### config.mk
export PLATFORM = sky130hd
export DESIGN_NAME = fcs_sequencer
export DESIGN_NICKNAME = d
export VERILOG_FILES = /design/src/hw/fcs_sequencer.v
export VERILOG_INCLUDE_DIRS = /design/src /design/src/common
export SDC_FILE = /design/constraint.sdc
export NUM_CORES = 1
export LEC_CHECK = 0
export ABC_AREA = 1
export BUFFER_PORTS_ARGS = -buffer_cell sky130_fd_sc_hd__buf_2
export CORE_MARGIN = 5
export CORE_UTILIZATION = 57
export DETAILED_ROUTE_END_ITERATION = 6
export PLACE_DENSITY = 0.87
export RECOVER_POWER = 25
export SYNTH_ARGS = -nofsm -noshare
export SYNTH_HDL_FRONTEND = slang
export SYNTH_SLANG_ARGS = --single-unit
### constraint.sdc
create_clock -name clk -period 1.7 [get_ports clk]
set_input_delay 0.255 -clock clk [delete_from_list [all_inputs] [get_ports clk]]
set_output_delay 0.255 -clock clk [all_outputs]
set_load 0.01 [all_outputs]
### src/common/fcs_regs.vh
// Constants for the configuration sequencer: timings, field codes, stream layout.
// Assumes a 100 MHz system clock; no software-visible registers exist.
`ifndef FCS_REGS_VH
`define FCS_REGS_VH

// ----------------------------------------------------------------
// Timing
// ----------------------------------------------------------------
`define FCS_CLK_MHZ        100
`define FCS_POR_US         16000
`define FCS_MASTER_MULT    4
`define FCS_INIT_DLY_US    50
`define FCS_MODE_WAIT      24'h000002
`define FCS_ARM_INIT       2'h3
`define FCS_CONFIG_CLOCK_SLOW_HALF 8'h40
`define FCS_RATE_MULT      8'h08

// ----------------------------------------------------------------
// Stream layout
// ----------------------------------------------------------------
`define FCS_PREAMBLE       4'h2
`define FCS_LEN_BITS       5'h18
`define FCS_CHK_BITS       3'h4
`define FCS_EOF_PATTERN    4'h6
`define FCS_FRAME_BITS     12'h07e
`define FCS_FRAMES         12'h1ac
`define FCS_RATE_BIT_POS   12'h003

// ----------------------------------------------------------------
// Checksums
// ----------------------------------------------------------------
`define FCS_CRC_POLY       16'h1021
`define FCS_CRC_INIT       16'h0000
`define FCS_RB_SUM_BITS    4'hb

`endif

### src/hw/fcs_sequencer.v
// Power-up configuration sequencer: memory clear, init handshake, header
// parse, frame loading with error check, daisy gating and readback checksum.
// Assumes serial data on data_in, pins arriving asynchronous to clk.
`include "fcs_regs.vh"

module fcs_sequencer #(
  parameter POR_CYCLES  = `FCS_POR_US * `FCS_CLK_MHZ,
  parameter INIT_CYCLES = `FCS_INIT_DLY_US * `FCS_CLK_MHZ
) (
  // Clock and reset
  input  wire        clk,
  input  wire        nrst,
  // Control pins
  input  wire        reprogram_n,
  input  wire [2:0]  mode_pins,
  input  wire        crc_check_en,
  // Open-drain init status
  input  wire        init_status_n_in,
  output reg         init_status_n_out,
  output reg         init_status_n_oe_n,
  // Configuration link
  input  wire        config_clock_in,
  output reg         config_clock_out,
  input  wire        data_in,
  output reg         daisy_data_out,
  // Status pins
  output reg         high_during_config,
  output reg         low_during_config,
  output reg         config_done,
  output reg         config_error,
  // Readback
  input  wire        readback_req,
  input  wire        readback_bit,
  input  wire        readback_last,
  output reg         readback_out
);

  localparam [3:0] S_CLEAR = 4'h0, S_LASTCLR = 4'h1, S_WAITINIT = 4'h2, S_INITDLY = 4'h3,
                   S_HDR   = 4'h4, S_LEN     = 4'h5, S_GAP      = 4'h6, S_FRAME   = 4'h7,
                   S_CHK   = 4'h8, S_TAIL    = 4'h9, S_DONE     = 4'ha, S_ERR     = 4'hb;
  localparam [1:0] RB_IDLE = 2'h0, RB_DATA = 2'h1, RB_SUM = 2'h2;

  function [15:0] crc_step;
    input [15:0] c;
    input        b;
    begin
      crc_step = {c[14:0], 1'b0} ^ ((c[15] ^ b) ? `FCS_CRC_POLY : 16'h0000);
    end
  endfunction

  // ----------------------------------------------------------------
  // Pin synchronisers
  // ----------------------------------------------------------------
  reg [1:0] prog_s_q, init_s_q, cci_s_q, din_s_q, rbr_s_q;
  reg [2:0] m_s1_q, m_s2_q;
  reg       cci_d1_q;
  always @(posedge clk or negedge nrst) begin
    if (!nrst) begin
      prog_s_q <= 2'h0;
      init_s_q <= 2'h0;
      cci_s_q  <= 2'h0;
      din_s_q  <= 2'h3;
      rbr_s_q  <= 2'h0;
      m_s1_q   <= 3'h7;
      m_s2_q   <= 3'h7;
      cci_d1_q <= 1'b0;
    end else begin
      prog_s_q <= {prog_s_q[0], reprogram_n};
      init_s_q <= {init_s_q[0], init_status_n_in};
      cci_s_q  <= {cci_s_q[0], config_clock_in};
      din_s_q  <= {din_s_q[0], data_in};
      rbr_s_q  <= {rbr_s_q[0], readback_req};
      m_s1_q   <= mode_pins;
      m_s2_q   <= m_s1_q;
      cci_d1_q <= cci_s_q[1];
    end
  end
  wire prog_n  = prog_s_q[1];
  wire init_hi = init_s_q[1];
  wire din     = din_s_q[1];

  // ----------------------------------------------------------------
  // State and counters
  // ----------------------------------------------------------------
  reg [3:0]  st_q;
  reg [11:0] fa_q, bit_q, frame_q;
  reg [23:0] dly_q, len_q, ccnt_q, por_q;
  reg [1:0]  arm_q;
  reg        master_q, cfg_master_q, rate_fast_q;
  reg [3:0]  hdr_q, chk_q;
  reg [15:0] crc_q, rb_crc_q;
  reg [7:0]  div_q;
  reg [1:0]  rb_q;
  reg [3:0]  rb_cnt_q;

  wire por_busy = (arm_q != 2'h0) || (por_q != 24'h000000);
  wire pass_end = (fa_q == `FCS_FRAMES - 12'h001);
  wire [31:0] por_long = POR_CYCLES * `FCS_MASTER_MULT;

  // Master configuration clock; the edge pulse stands in for the pin edge
  wire [7:0] half   = rate_fast_q ? (`FCS_CONFIG_CLOCK_SLOW_HALF / `FCS_RATE_MULT)
                                  : `FCS_CONFIG_CLOCK_SLOW_HALF;
  wire       loading = (st_q >= S_HDR) && (st_q <= S_TAIL);
  wire       m_edge  = cfg_master_q && loading && !config_clock_out && (div_q == 8'h00);
  wire       s_edge  = !cfg_master_q && cci_s_q[1] && !cci_d1_q;
  wire       cc_edge = m_edge || s_edge;
  wire [3:0] chk_nx  = {chk_q[2:0], din};
  wire [3:0] chk_exp = crc_check_en ? crc_q[15:12] : `FCS_EOF_PATTERN;

  always @(posedge clk or negedge nrst) begin
    if (!nrst) begin
      st_q         <= S_CLEAR;
      fa_q         <= 12'h000;
      bit_q        <= 12'h000;
      frame_q      <= 12'h000;
      dly_q        <= 24'h000000;
      len_q        <= 24'h000000;
      ccnt_q       <= 24'h000000;
      por_q        <= 24'h000000;
      arm_q        <= `FCS_ARM_INIT;
      master_q     <= 1'b0;
      cfg_master_q <= 1'b0;
      rate_fast_q  <= 1'b0;
      hdr_q        <= 4'hf;
      chk_q        <= 4'hf;
      crc_q        <= `FCS_CRC_INIT;
      div_q        <= 8'h00;
      config_clock_out <= 1'b0;
    end else begin
      // Power-on delay armed once the mode pin has settled in the synchroniser
      if (arm_q != 2'h0) begin
        arm_q <= arm_q - 2'h1;
        if (arm_q == 2'h1)
          por_q <= m_s2_q[0] ? POR_CYCLES[23:0]
                             : por_long[23:0];
      end else if (por_q != 24'h000000) begin
        por_q <= por_q - 24'h000001;
      end

      // Master clock divider, runs only while loading
      if (cfg_master_q && loading) begin
        if (div_q == 8'h00) begin
          config_clock_out <= !config_clock_out;
          div_q            <= half - 8'h01;
        end else begin
          div_q <= div_q - 8'h01;
        end
      end else begin
        config_clock_out <= 1'b0;
        div_q            <= 8'h00;
      end

      if (cc_edge && loading)
        ccnt_q <= ccnt_q + 24'h000001;

      if (!prog_n) begin
        // Pulsed reprogram never reloads por_q, so no power-on delay follows
        st_q <= S_CLEAR;
        fa_q <= 12'h000;
      end else begin
        case (st_q)
          S_CLEAR: begin
            fa_q <= pass_end ? 12'h000 : fa_q + 12'h001;
            if (pass_end && !por_busy)
              st_q <= S_LASTCLR;
          end
          S_LASTCLR: begin
            fa_q <= pass_end ? 12'h000 : fa_q + 12'h001;
            if (pass_end)
              st_q <= S_WAITINIT;
          end
          S_WAITINIT: begin
            if (init_hi) begin
              master_q <= !m_s2_q[0];
              dly_q    <= !m_s2_q[0] ? INIT_CYCLES[23:0] + `FCS_MODE_WAIT
                                     : `FCS_MODE_WAIT;
              st_q     <= S_INITDLY;
            end
          end
          S_INITDLY: begin
            if (!init_hi) begin
              st_q <= S_WAITINIT;
            end else if (dly_q == 24'h000001) begin
              cfg_master_q <= !m_s2_q[0];
              rate_fast_q  <= 1'b0;
              ccnt_q       <= 24'h000000;
              hdr_q        <= 4'hf;
              frame_q      <= 12'h000;
              crc_q        <= `FCS_CRC_INIT;
              st_q         <= S_HDR;
            end else begin
              dly_q <= dly_q - 24'h000001;
            end
          end
          S_HDR: if (cc_edge) begin
            hdr_q <= {hdr_q[2:0], din};
            bit_q <= 12'h000;
            if ({hdr_q[2:0], din} == `FCS_PREAMBLE)
              st_q <= S_LEN;
          end
          S_LEN: if (cc_edge) begin
            len_q <= {len_q[22:0], din};
            bit_q <= bit_q + 12'h001;
            if (bit_q == {7'h00, `FCS_LEN_BITS} - 12'h001)
              st_q <= S_GAP;
          end
          S_GAP: if (cc_edge && !din) begin
            bit_q <= 12'h000;
            st_q  <= S_FRAME;
          end
          S_FRAME: if (cc_edge) begin
            crc_q <= crc_step(crc_q, din);
            bit_q <= bit_q + 12'h001;
            if (frame_q == 12'h000 && bit_q == `FCS_RATE_BIT_POS && din)
              rate_fast_q <= 1'b1;
            if (bit_q == `FCS_FRAME_BITS - 12'h001) begin
              bit_q <= 12'h000;
              st_q  <= S_CHK;
            end
          end
          S_CHK: if (cc_edge) begin
            chk_q <= chk_nx;
            bit_q <= bit_q + 12'h001;
            if (bit_q == {9'h000, `FCS_CHK_BITS} - 12'h001) begin
              if (chk_nx != chk_exp)
                st_q <= S_ERR;
              else if (frame_q == `FCS_FRAMES - 12'h001)
                st_q <= S_TAIL;
              else begin
                frame_q <= frame_q + 12'h001;
                st_q    <= S_GAP;
              end
            end
          end
          S_TAIL: if (ccnt_q == len_q)
            st_q <= S_DONE;
          S_DONE: st_q <= S_DONE;
          S_ERR:  st_q <= S_ERR;
          default: st_q <= S_CLEAR;
        endcase
      end
    end
  end

  // ----------------------------------------------------------------
  // Status and link outputs
  // ----------------------------------------------------------------
  always @(posedge clk or negedge nrst) begin
    if (!nrst) begin
      init_status_n_out  <= 1'b0;
      init_status_n_oe_n <= 1'b0;
      daisy_data_out     <= 1'b1;
      high_during_config <= 1'b1;
      low_during_config  <= 1'b0;
      config_done        <= 1'b0;
      config_error       <= 1'b0;
    end else begin
      init_status_n_out  <= 1'b0;
      // Drive low while clearing, on reprogram and on a frame error
      init_status_n_oe_n <= !(!prog_n || st_q == S_CLEAR || st_q == S_LASTCLR
                              || st_q == S_ERR);
      high_during_config <= !((st_q == S_DONE) && prog_n);
      low_during_config  <= (st_q == S_DONE) && prog_n;
      config_done        <= (st_q == S_DONE) && prog_n;
      config_error       <= (st_q == S_ERR) && prog_n;
      case (st_q)
        S_HDR, S_LEN, S_TAIL, S_DONE: daisy_data_out <= din;
        default:                      daisy_data_out <= 1'b1;
      endcase
    end
  end

  // ----------------------------------------------------------------
  // Readback with appended checksum
  // ----------------------------------------------------------------
  // Readback uses the slave clock edge only; in master mode s_edge never fires, so readback stalls
  always @(posedge clk or negedge nrst) begin
    if (!nrst) begin
      rb_q         <= RB_IDLE;
      rb_cnt_q     <= 4'h0;
      rb_crc_q     <= `FCS_CRC_INIT;
      readback_out <= 1'b1;
    end else if (!prog_n) begin
      rb_q         <= RB_IDLE;
      readback_out <= 1'b1;
    end else begin
      case (rb_q)
        RB_IDLE: begin
          rb_crc_q <= `FCS_CRC_INIT;
          if (st_q == S_DONE && rbr_s_q[1])
            rb_q <= RB_DATA;
        end
        RB_DATA: if (s_edge) begin
          readback_out <= readback_bit;
          rb_crc_q     <= crc_step(rb_crc_q, readback_bit);
          rb_cnt_q     <= 4'h0;
          if (readback_last)
            rb_q <= RB_SUM;
        end
        RB_SUM: if (s_edge) begin
          readback_out <= rb_crc_q[15];
          rb_crc_q     <= {rb_crc_q[14:0], 1'b0};
          rb_cnt_q     <= rb_cnt_q + 4'h1;
          if (rb_cnt_q == `FCS_RB_SUM_BITS - 4'h1)
            rb_q <= RB_IDLE;
        end
        default: rb_q <= RB_IDLE;
      endcase
    end
  end

endmodule

==> run_results.csv, run 1 <==
group,metric,value,unit
outcome,outcome,"did not finish",
outcome,stop_stage,"global routing",
outcome,error_line,"[ERROR GRT-0232] Routing congestion too high. Check the congestion heatmap in the GUI.",
logic_synthesis,ys.flop_type,"dfrtp_1",
logic_synthesis,synthArstFlopShare,100,%
clock_tree,cts_buffer_depth,3,
global_routing,grt_max_degree,49,
die,ios,22,
logic_synthesis,synth.avg_cell_area,7.61,um2
place,portBuffers,18,
global_routing,grt.total_usage,69.2,%
die,die_y,156,um
die,die_w,156,um
logic_synthesis,synth-seq-cells,212,
place,dpl_worst_slack,-0.223,ns
logic_synthesis,synth_nets,1621,
global_routing,grt_overflow,9,
timing,worst-ep-kind,"register data pin",
logic_synthesis,synth_warnings,0,
logic_synthesis,yosysSeqAreaShare,44.0,%
die,placement_rows,53,
clock_tree,cts_made_buffers,24,
clock_tree,cts.sinks,212,
logic_synthesis,syn-instance-count,1589,
logic_synthesis,yosys-top-cells-count,"nand2_1 (368), inv_1 (213), dfrtp_1 (197)",
logic_synthesis,synth_cell_types,51,
clock_tree,htreeDepth,1,
place,gp_congestion,1.01,
logic_synthesis,synth_edf_count,0,
die,initial_core_util,57.7,%
logic_synthesis,synth_area,0.0121,mm2
place,placed_area,0.0143,mm2
clock_tree,cts-root-buf,"clkbuf_16",
logic_synthesis,synth_top_area_share,40.8,%
logic_synthesis,synth.area.top_cells,"dfrtp_1 (41%), nand2_1 (11%), inv_1 (6.6%)",
place,dp.cells,2095,
logic_synthesis,synth_most_common_cell,"nand2_1",
place,hpwlAfterDp,23100,um
timing,crit_endpoint,"frame_q[1]$_DFFE_PN0P_/D",
logic_synthesis,synth_area_leader_cell,"dfrtp_1",
[metal layers]
| layer | overflow | track usage, % |
|---|---|---|
| met3 | 2 | 56.1 |
| met4 | 7 | 67.7 |
| met2 | 0 | 84.4 |
| met1 | 0 | 69.3 |
| met5 | 0 | 24.8 |
[repair_timing]
action / CTS
hold buffers: 8
pin swaps: 49
endpoints found under the hold margin: 131
endpoints found under the setup margin: 162
gates cloned: 8
gates resized for setup: 177
buffers inserted: 22
[stage by stage]
step	hold WS [ns]	utilization, %
after floorplan	-0.0406	-
after global placement	0.181	68.3
after detailed placement	0.180	68.3
after CTS	0.218	77.8
[kinds of logic after synthesis]
family                   share of synthesized area, %
AO/OA/AOI/OAI                                    11.9
XOR/XNOR                                         3.91
adder cells (fa/ha/maj)                          1.97
buffers and inverters                            8.96
flip-flops                                       44.0
other                                          0.0310
AND/OR/NAND/NOR                                  29.1
==> run 2: changes to the inputs <==
CORE_UTILIZATION = 40   (was 57)
PLACE_DENSITY = not set   (was 0.87)
PLACE_DENSITY_LB_ADDON = 0.15   (was not set)
clock period = 2.2 ns   (was 1.7 ns; I/O delays follow)
==> run_results.csv, run 2 <==
group,metric,value,unit
clock_tree,cts_tree,"done",
die,die_y,184,um
min_path,worstHoldEndpoint,"readback_out",
cells_and_area,layout_commonest_cell,"nand2_1",
setup_path,cp_top_family,"simple AND/OR/NAND/NOR gates",
clock_tree,htreeDepth,1,
logic_synthesis,synth_nets,1621,
drt,antenna_left,0,
logic_synthesis,synth_most_common_cell,"nand2_1",
place,portBuffers,18,
setup_path,critPathRequiredTime,2.60,ns
cells_and_area,multiInputGateArea,0.00572,mm2
cells_and_area,final_util,46.7,%
logic_synthesis,synth_warnings,0,
min_path,hp-class,"input port to register",
setup_path,slowest_stage,"dfrtp_1",
timing,tightest_slew,1.67,ns
setup_path,reg2reg_depth,14,
drt,vias,10300,
logic_synthesis,synth_edf_count,0,
cells_and_area,fillers,2979,
timing,finClkSkew,0.0161,ns
min_path,min_path_cells,3,
pwr,vdd_drop_max,0.499,mV
drt,first_iter_violations,488,
setup_path,crit_arrival,2.45,ns
setup_path,max_stage_delay,0.39,ns
clock_tree,cts.clk_slew.worst_paths,0.06,ns
setup_path,end_kind,"register",
setup_path,cp_num_buf_inv,3,
global_routing,grt_first_pass_wirelength,49100,um
min_path,worstHoldStart,"readback_bit",
logic_synthesis,ys.flop_type,"dfrtp_1",
logic_synthesis,yosysSeqAreaShare,44.0,%
pwr,seqPwrFrac,45.0,%
clock_tree,insertion_delay,0.53,ns
setup_path,crit_chain,"inv_1 -> ha_1 -> nand2_1 -> nor2_2 -> nand2_1 -> nor2_2 -> nand2_4 -> nand2_4 -> nand2_4 -> inv_2 -> buf_4 -> nand2_1 -> o21ai_1 -> a21oi_1",
place,dpl_worst_slack,0.0769,ns
cells_and_area,synthToLayoutAreaGrowth,14.7,%
logic_synthesis,synth.area.top_cells,"dfrtp_1 (41%), nand2_1 (11%), inv_1 (6.6%)",
drt,viasPerCell,4.97,
setup_path,cp-startpoint,"div_q[0]",
logic_synthesis,synth_cell_types,51,
die,ios,22,
logic_synthesis,synth_top_area_share,40.8,%
logic_synthesis,yosys-top-cells-count,"nand2_1 (368), inv_1 (213), dfrtp_1 (197)",
die,die_area,0.0338,mm2
timing,slew_violations,56,
clock_tree,cts_made_buffers,26,
logic_synthesis,syn-instance-count,1589,
pwr,comb_power_share,7.1,%
global_routing,grt_max_degree,59,
timing,finalSetupViolCount,0,
pwr,powerDensity,645,mW/mm2
pwr,swShare,24.0,%
place,gp_congestion,0.919,
setup_path,worst-r2r-setup-slack,0.16,ns
logic_synthesis,synth_area_leader_cell,"dfrtp_1",
global_routing,grt_overflow,0,
cells_and_area,layout-drive-gt1-share,13.3,%
logic_synthesis,synth_area,0.0121,mm2
timing,hold_viol,0,
flow_run,cap_violations,1,
place,hpwlAfterDp,20600,um
cells_and_area,register_area,0.00532,mm2
outcome,violations,"capacitance limit, slew limit",
die,initial_core_util,40.7,%
setup_path,crit_path_max_fanout,9,
logic_synthesis,synthArstFlopShare,100,%
pwr,p_sw,2.15,mW
pwr,p_int,6.79,mW
timing,relSlewSlack,-11.4,%
pwr,leakagePower,6.80,nW
timing,period_needed,2.04,ns
drt,first_pass_iters,5,
die,die_w,184,um
global_routing,grt.total_usage,17.2,%
outcome,outcome,"finished with violations",
setup_path,worst_setup_path_start_kind,"register",
timing,fmax,489,MHz
clock_tree,cts_buffer_depth,3,
timing,min_period_over_period,92.9,%
drt,routed_wl,28300,um
global_routing,antenna_found_initial,0,
pwr,clkPwrFrac,47.9,%
setup_path,reg2reg_to,"ccnt_q[7]",
die,design.core.area,0.0297,mm2
cells_and_area,final_cell_mix,"nand2_1 (367), inv_1 (213), dfrtp_1 (197)",
pwr,finalPower,8.94,mW
drt,wire_per_inst,13.7,um
cells_and_area,final_nets,1692,
die,placement_rows,63,
logic_synthesis,synth.avg_cell_area,7.61,um2
setup_path,crit_type,"register to register",
setup_path,reg2reg_from,"div_q[0]",
clock_tree,cts-root-buf,"clkbuf_16",
global_routing,grt_pass1_vias,10100,
clock_tree,cts.sinks,212,
logic_synthesis,synth-seq-cells,212,
drt,drc_errors,0,
timing,layout_setup_ws,0.155,ns
run 2: how the worst max path moves through the flow:
stage | end | slack, ns | cells past startpoint
final | ccnt_q[7] | 0.16 | 14
after global routing | por_q[22] | -0.04 | 11
after CTS | crc_q[13] | 0.08 | 13
after detailed placement | crc_q[13] | 0.08 | 13
after global placement | crc_q[5] | 0.11 | 13
after floorplan | crc_q[0] | 0.33 | 14
run 2: cell type report:
| type | count | area share, % |
|---|---|---|
| multi-input cells | 1111 | 41.3 |
| clock buffers | 38 | 5.46 |
| clock inverters | 9 | 0.749 |
| well taps | 390 | 3.52 |
| flip-flops and latches | 212 | 38.4 |
| diodes | 1 | 0.0181 |
| inverters | 234 | 6.34 |
| repair buffers | 75 | 4.22 |
run 2: cells by family (layout without fill, tap and decap cells):
logic type | after synthesis | after routing | synth area share [%]
DFF | 212 | 212 | 44.0
buffers and inverters | 266 | 356 | 8.96
xor gates and xnor gates | 54 | 54 | 3.91
other | 1 | 2 | 0.0310
and+or+nand+nor | 797 | 797 | 29.1
adders and majority gates | 19 | 19 | 1.97
AOI/OAI and AO/OA | 240 | 240 | 11.9
run 2: timing repair:
item / CTS / global route
setup endpoints to repair: 0 / 35
hold endpoints to repair: 50 / 0
resized for setup: 0 / 14
buffers inserted: 0 / 0
hold buffers: 7 / 0
run 2: through the flow:
stage	std cells	TNS, ns	cell area (um2)	hold WS, ns
after CTS	2069	0	13800	0.0420
final	2070	0	13900	0.0675
after global routing	2069	-0.0583	13900	0.0659
after global placement	2015	0	12900	0.308
after floorplan	1589	0	12100	0.0344
after detailed placement	2015	0	12900	0.309
run 2: tightest hold or removal path: stages:
cell and delay (ns):
buf_2 0.11, inv_1 0.07, a211oi_1 0.07
run 2: power groups by stage:
| stage | Clock [mW] | Sequential, mW | Combinational, mW |
|---|---|---|---|
| 3_3_place_gp | 0 | 4.09 | 0.634 |
| 2_1_floorplan | 0 | 4.08 | 0.387 |
| 4_1_cts | 4.44 | 4.02 | 0.653 |
| 6_report | 4.28 | 4.02 | 0.634 |
| 5_1_grt | 4.60 | 4.03 | 0.725 |
| 3_5_place_dp | 0 | 4.09 | 0.637 |
run 2: layer usage:
layer	track usage [%]	vias up	part of all wire (%)	routed length [um]
met3	2.26	50	3.4	970
met4	4.47	0	2.3	658
met5	0	-	0	0
li1	-	5276	-	-
met1	24.1	4818	49	13800
met2	28.2	139	45	12800
(Power assumes the default switching activity.)
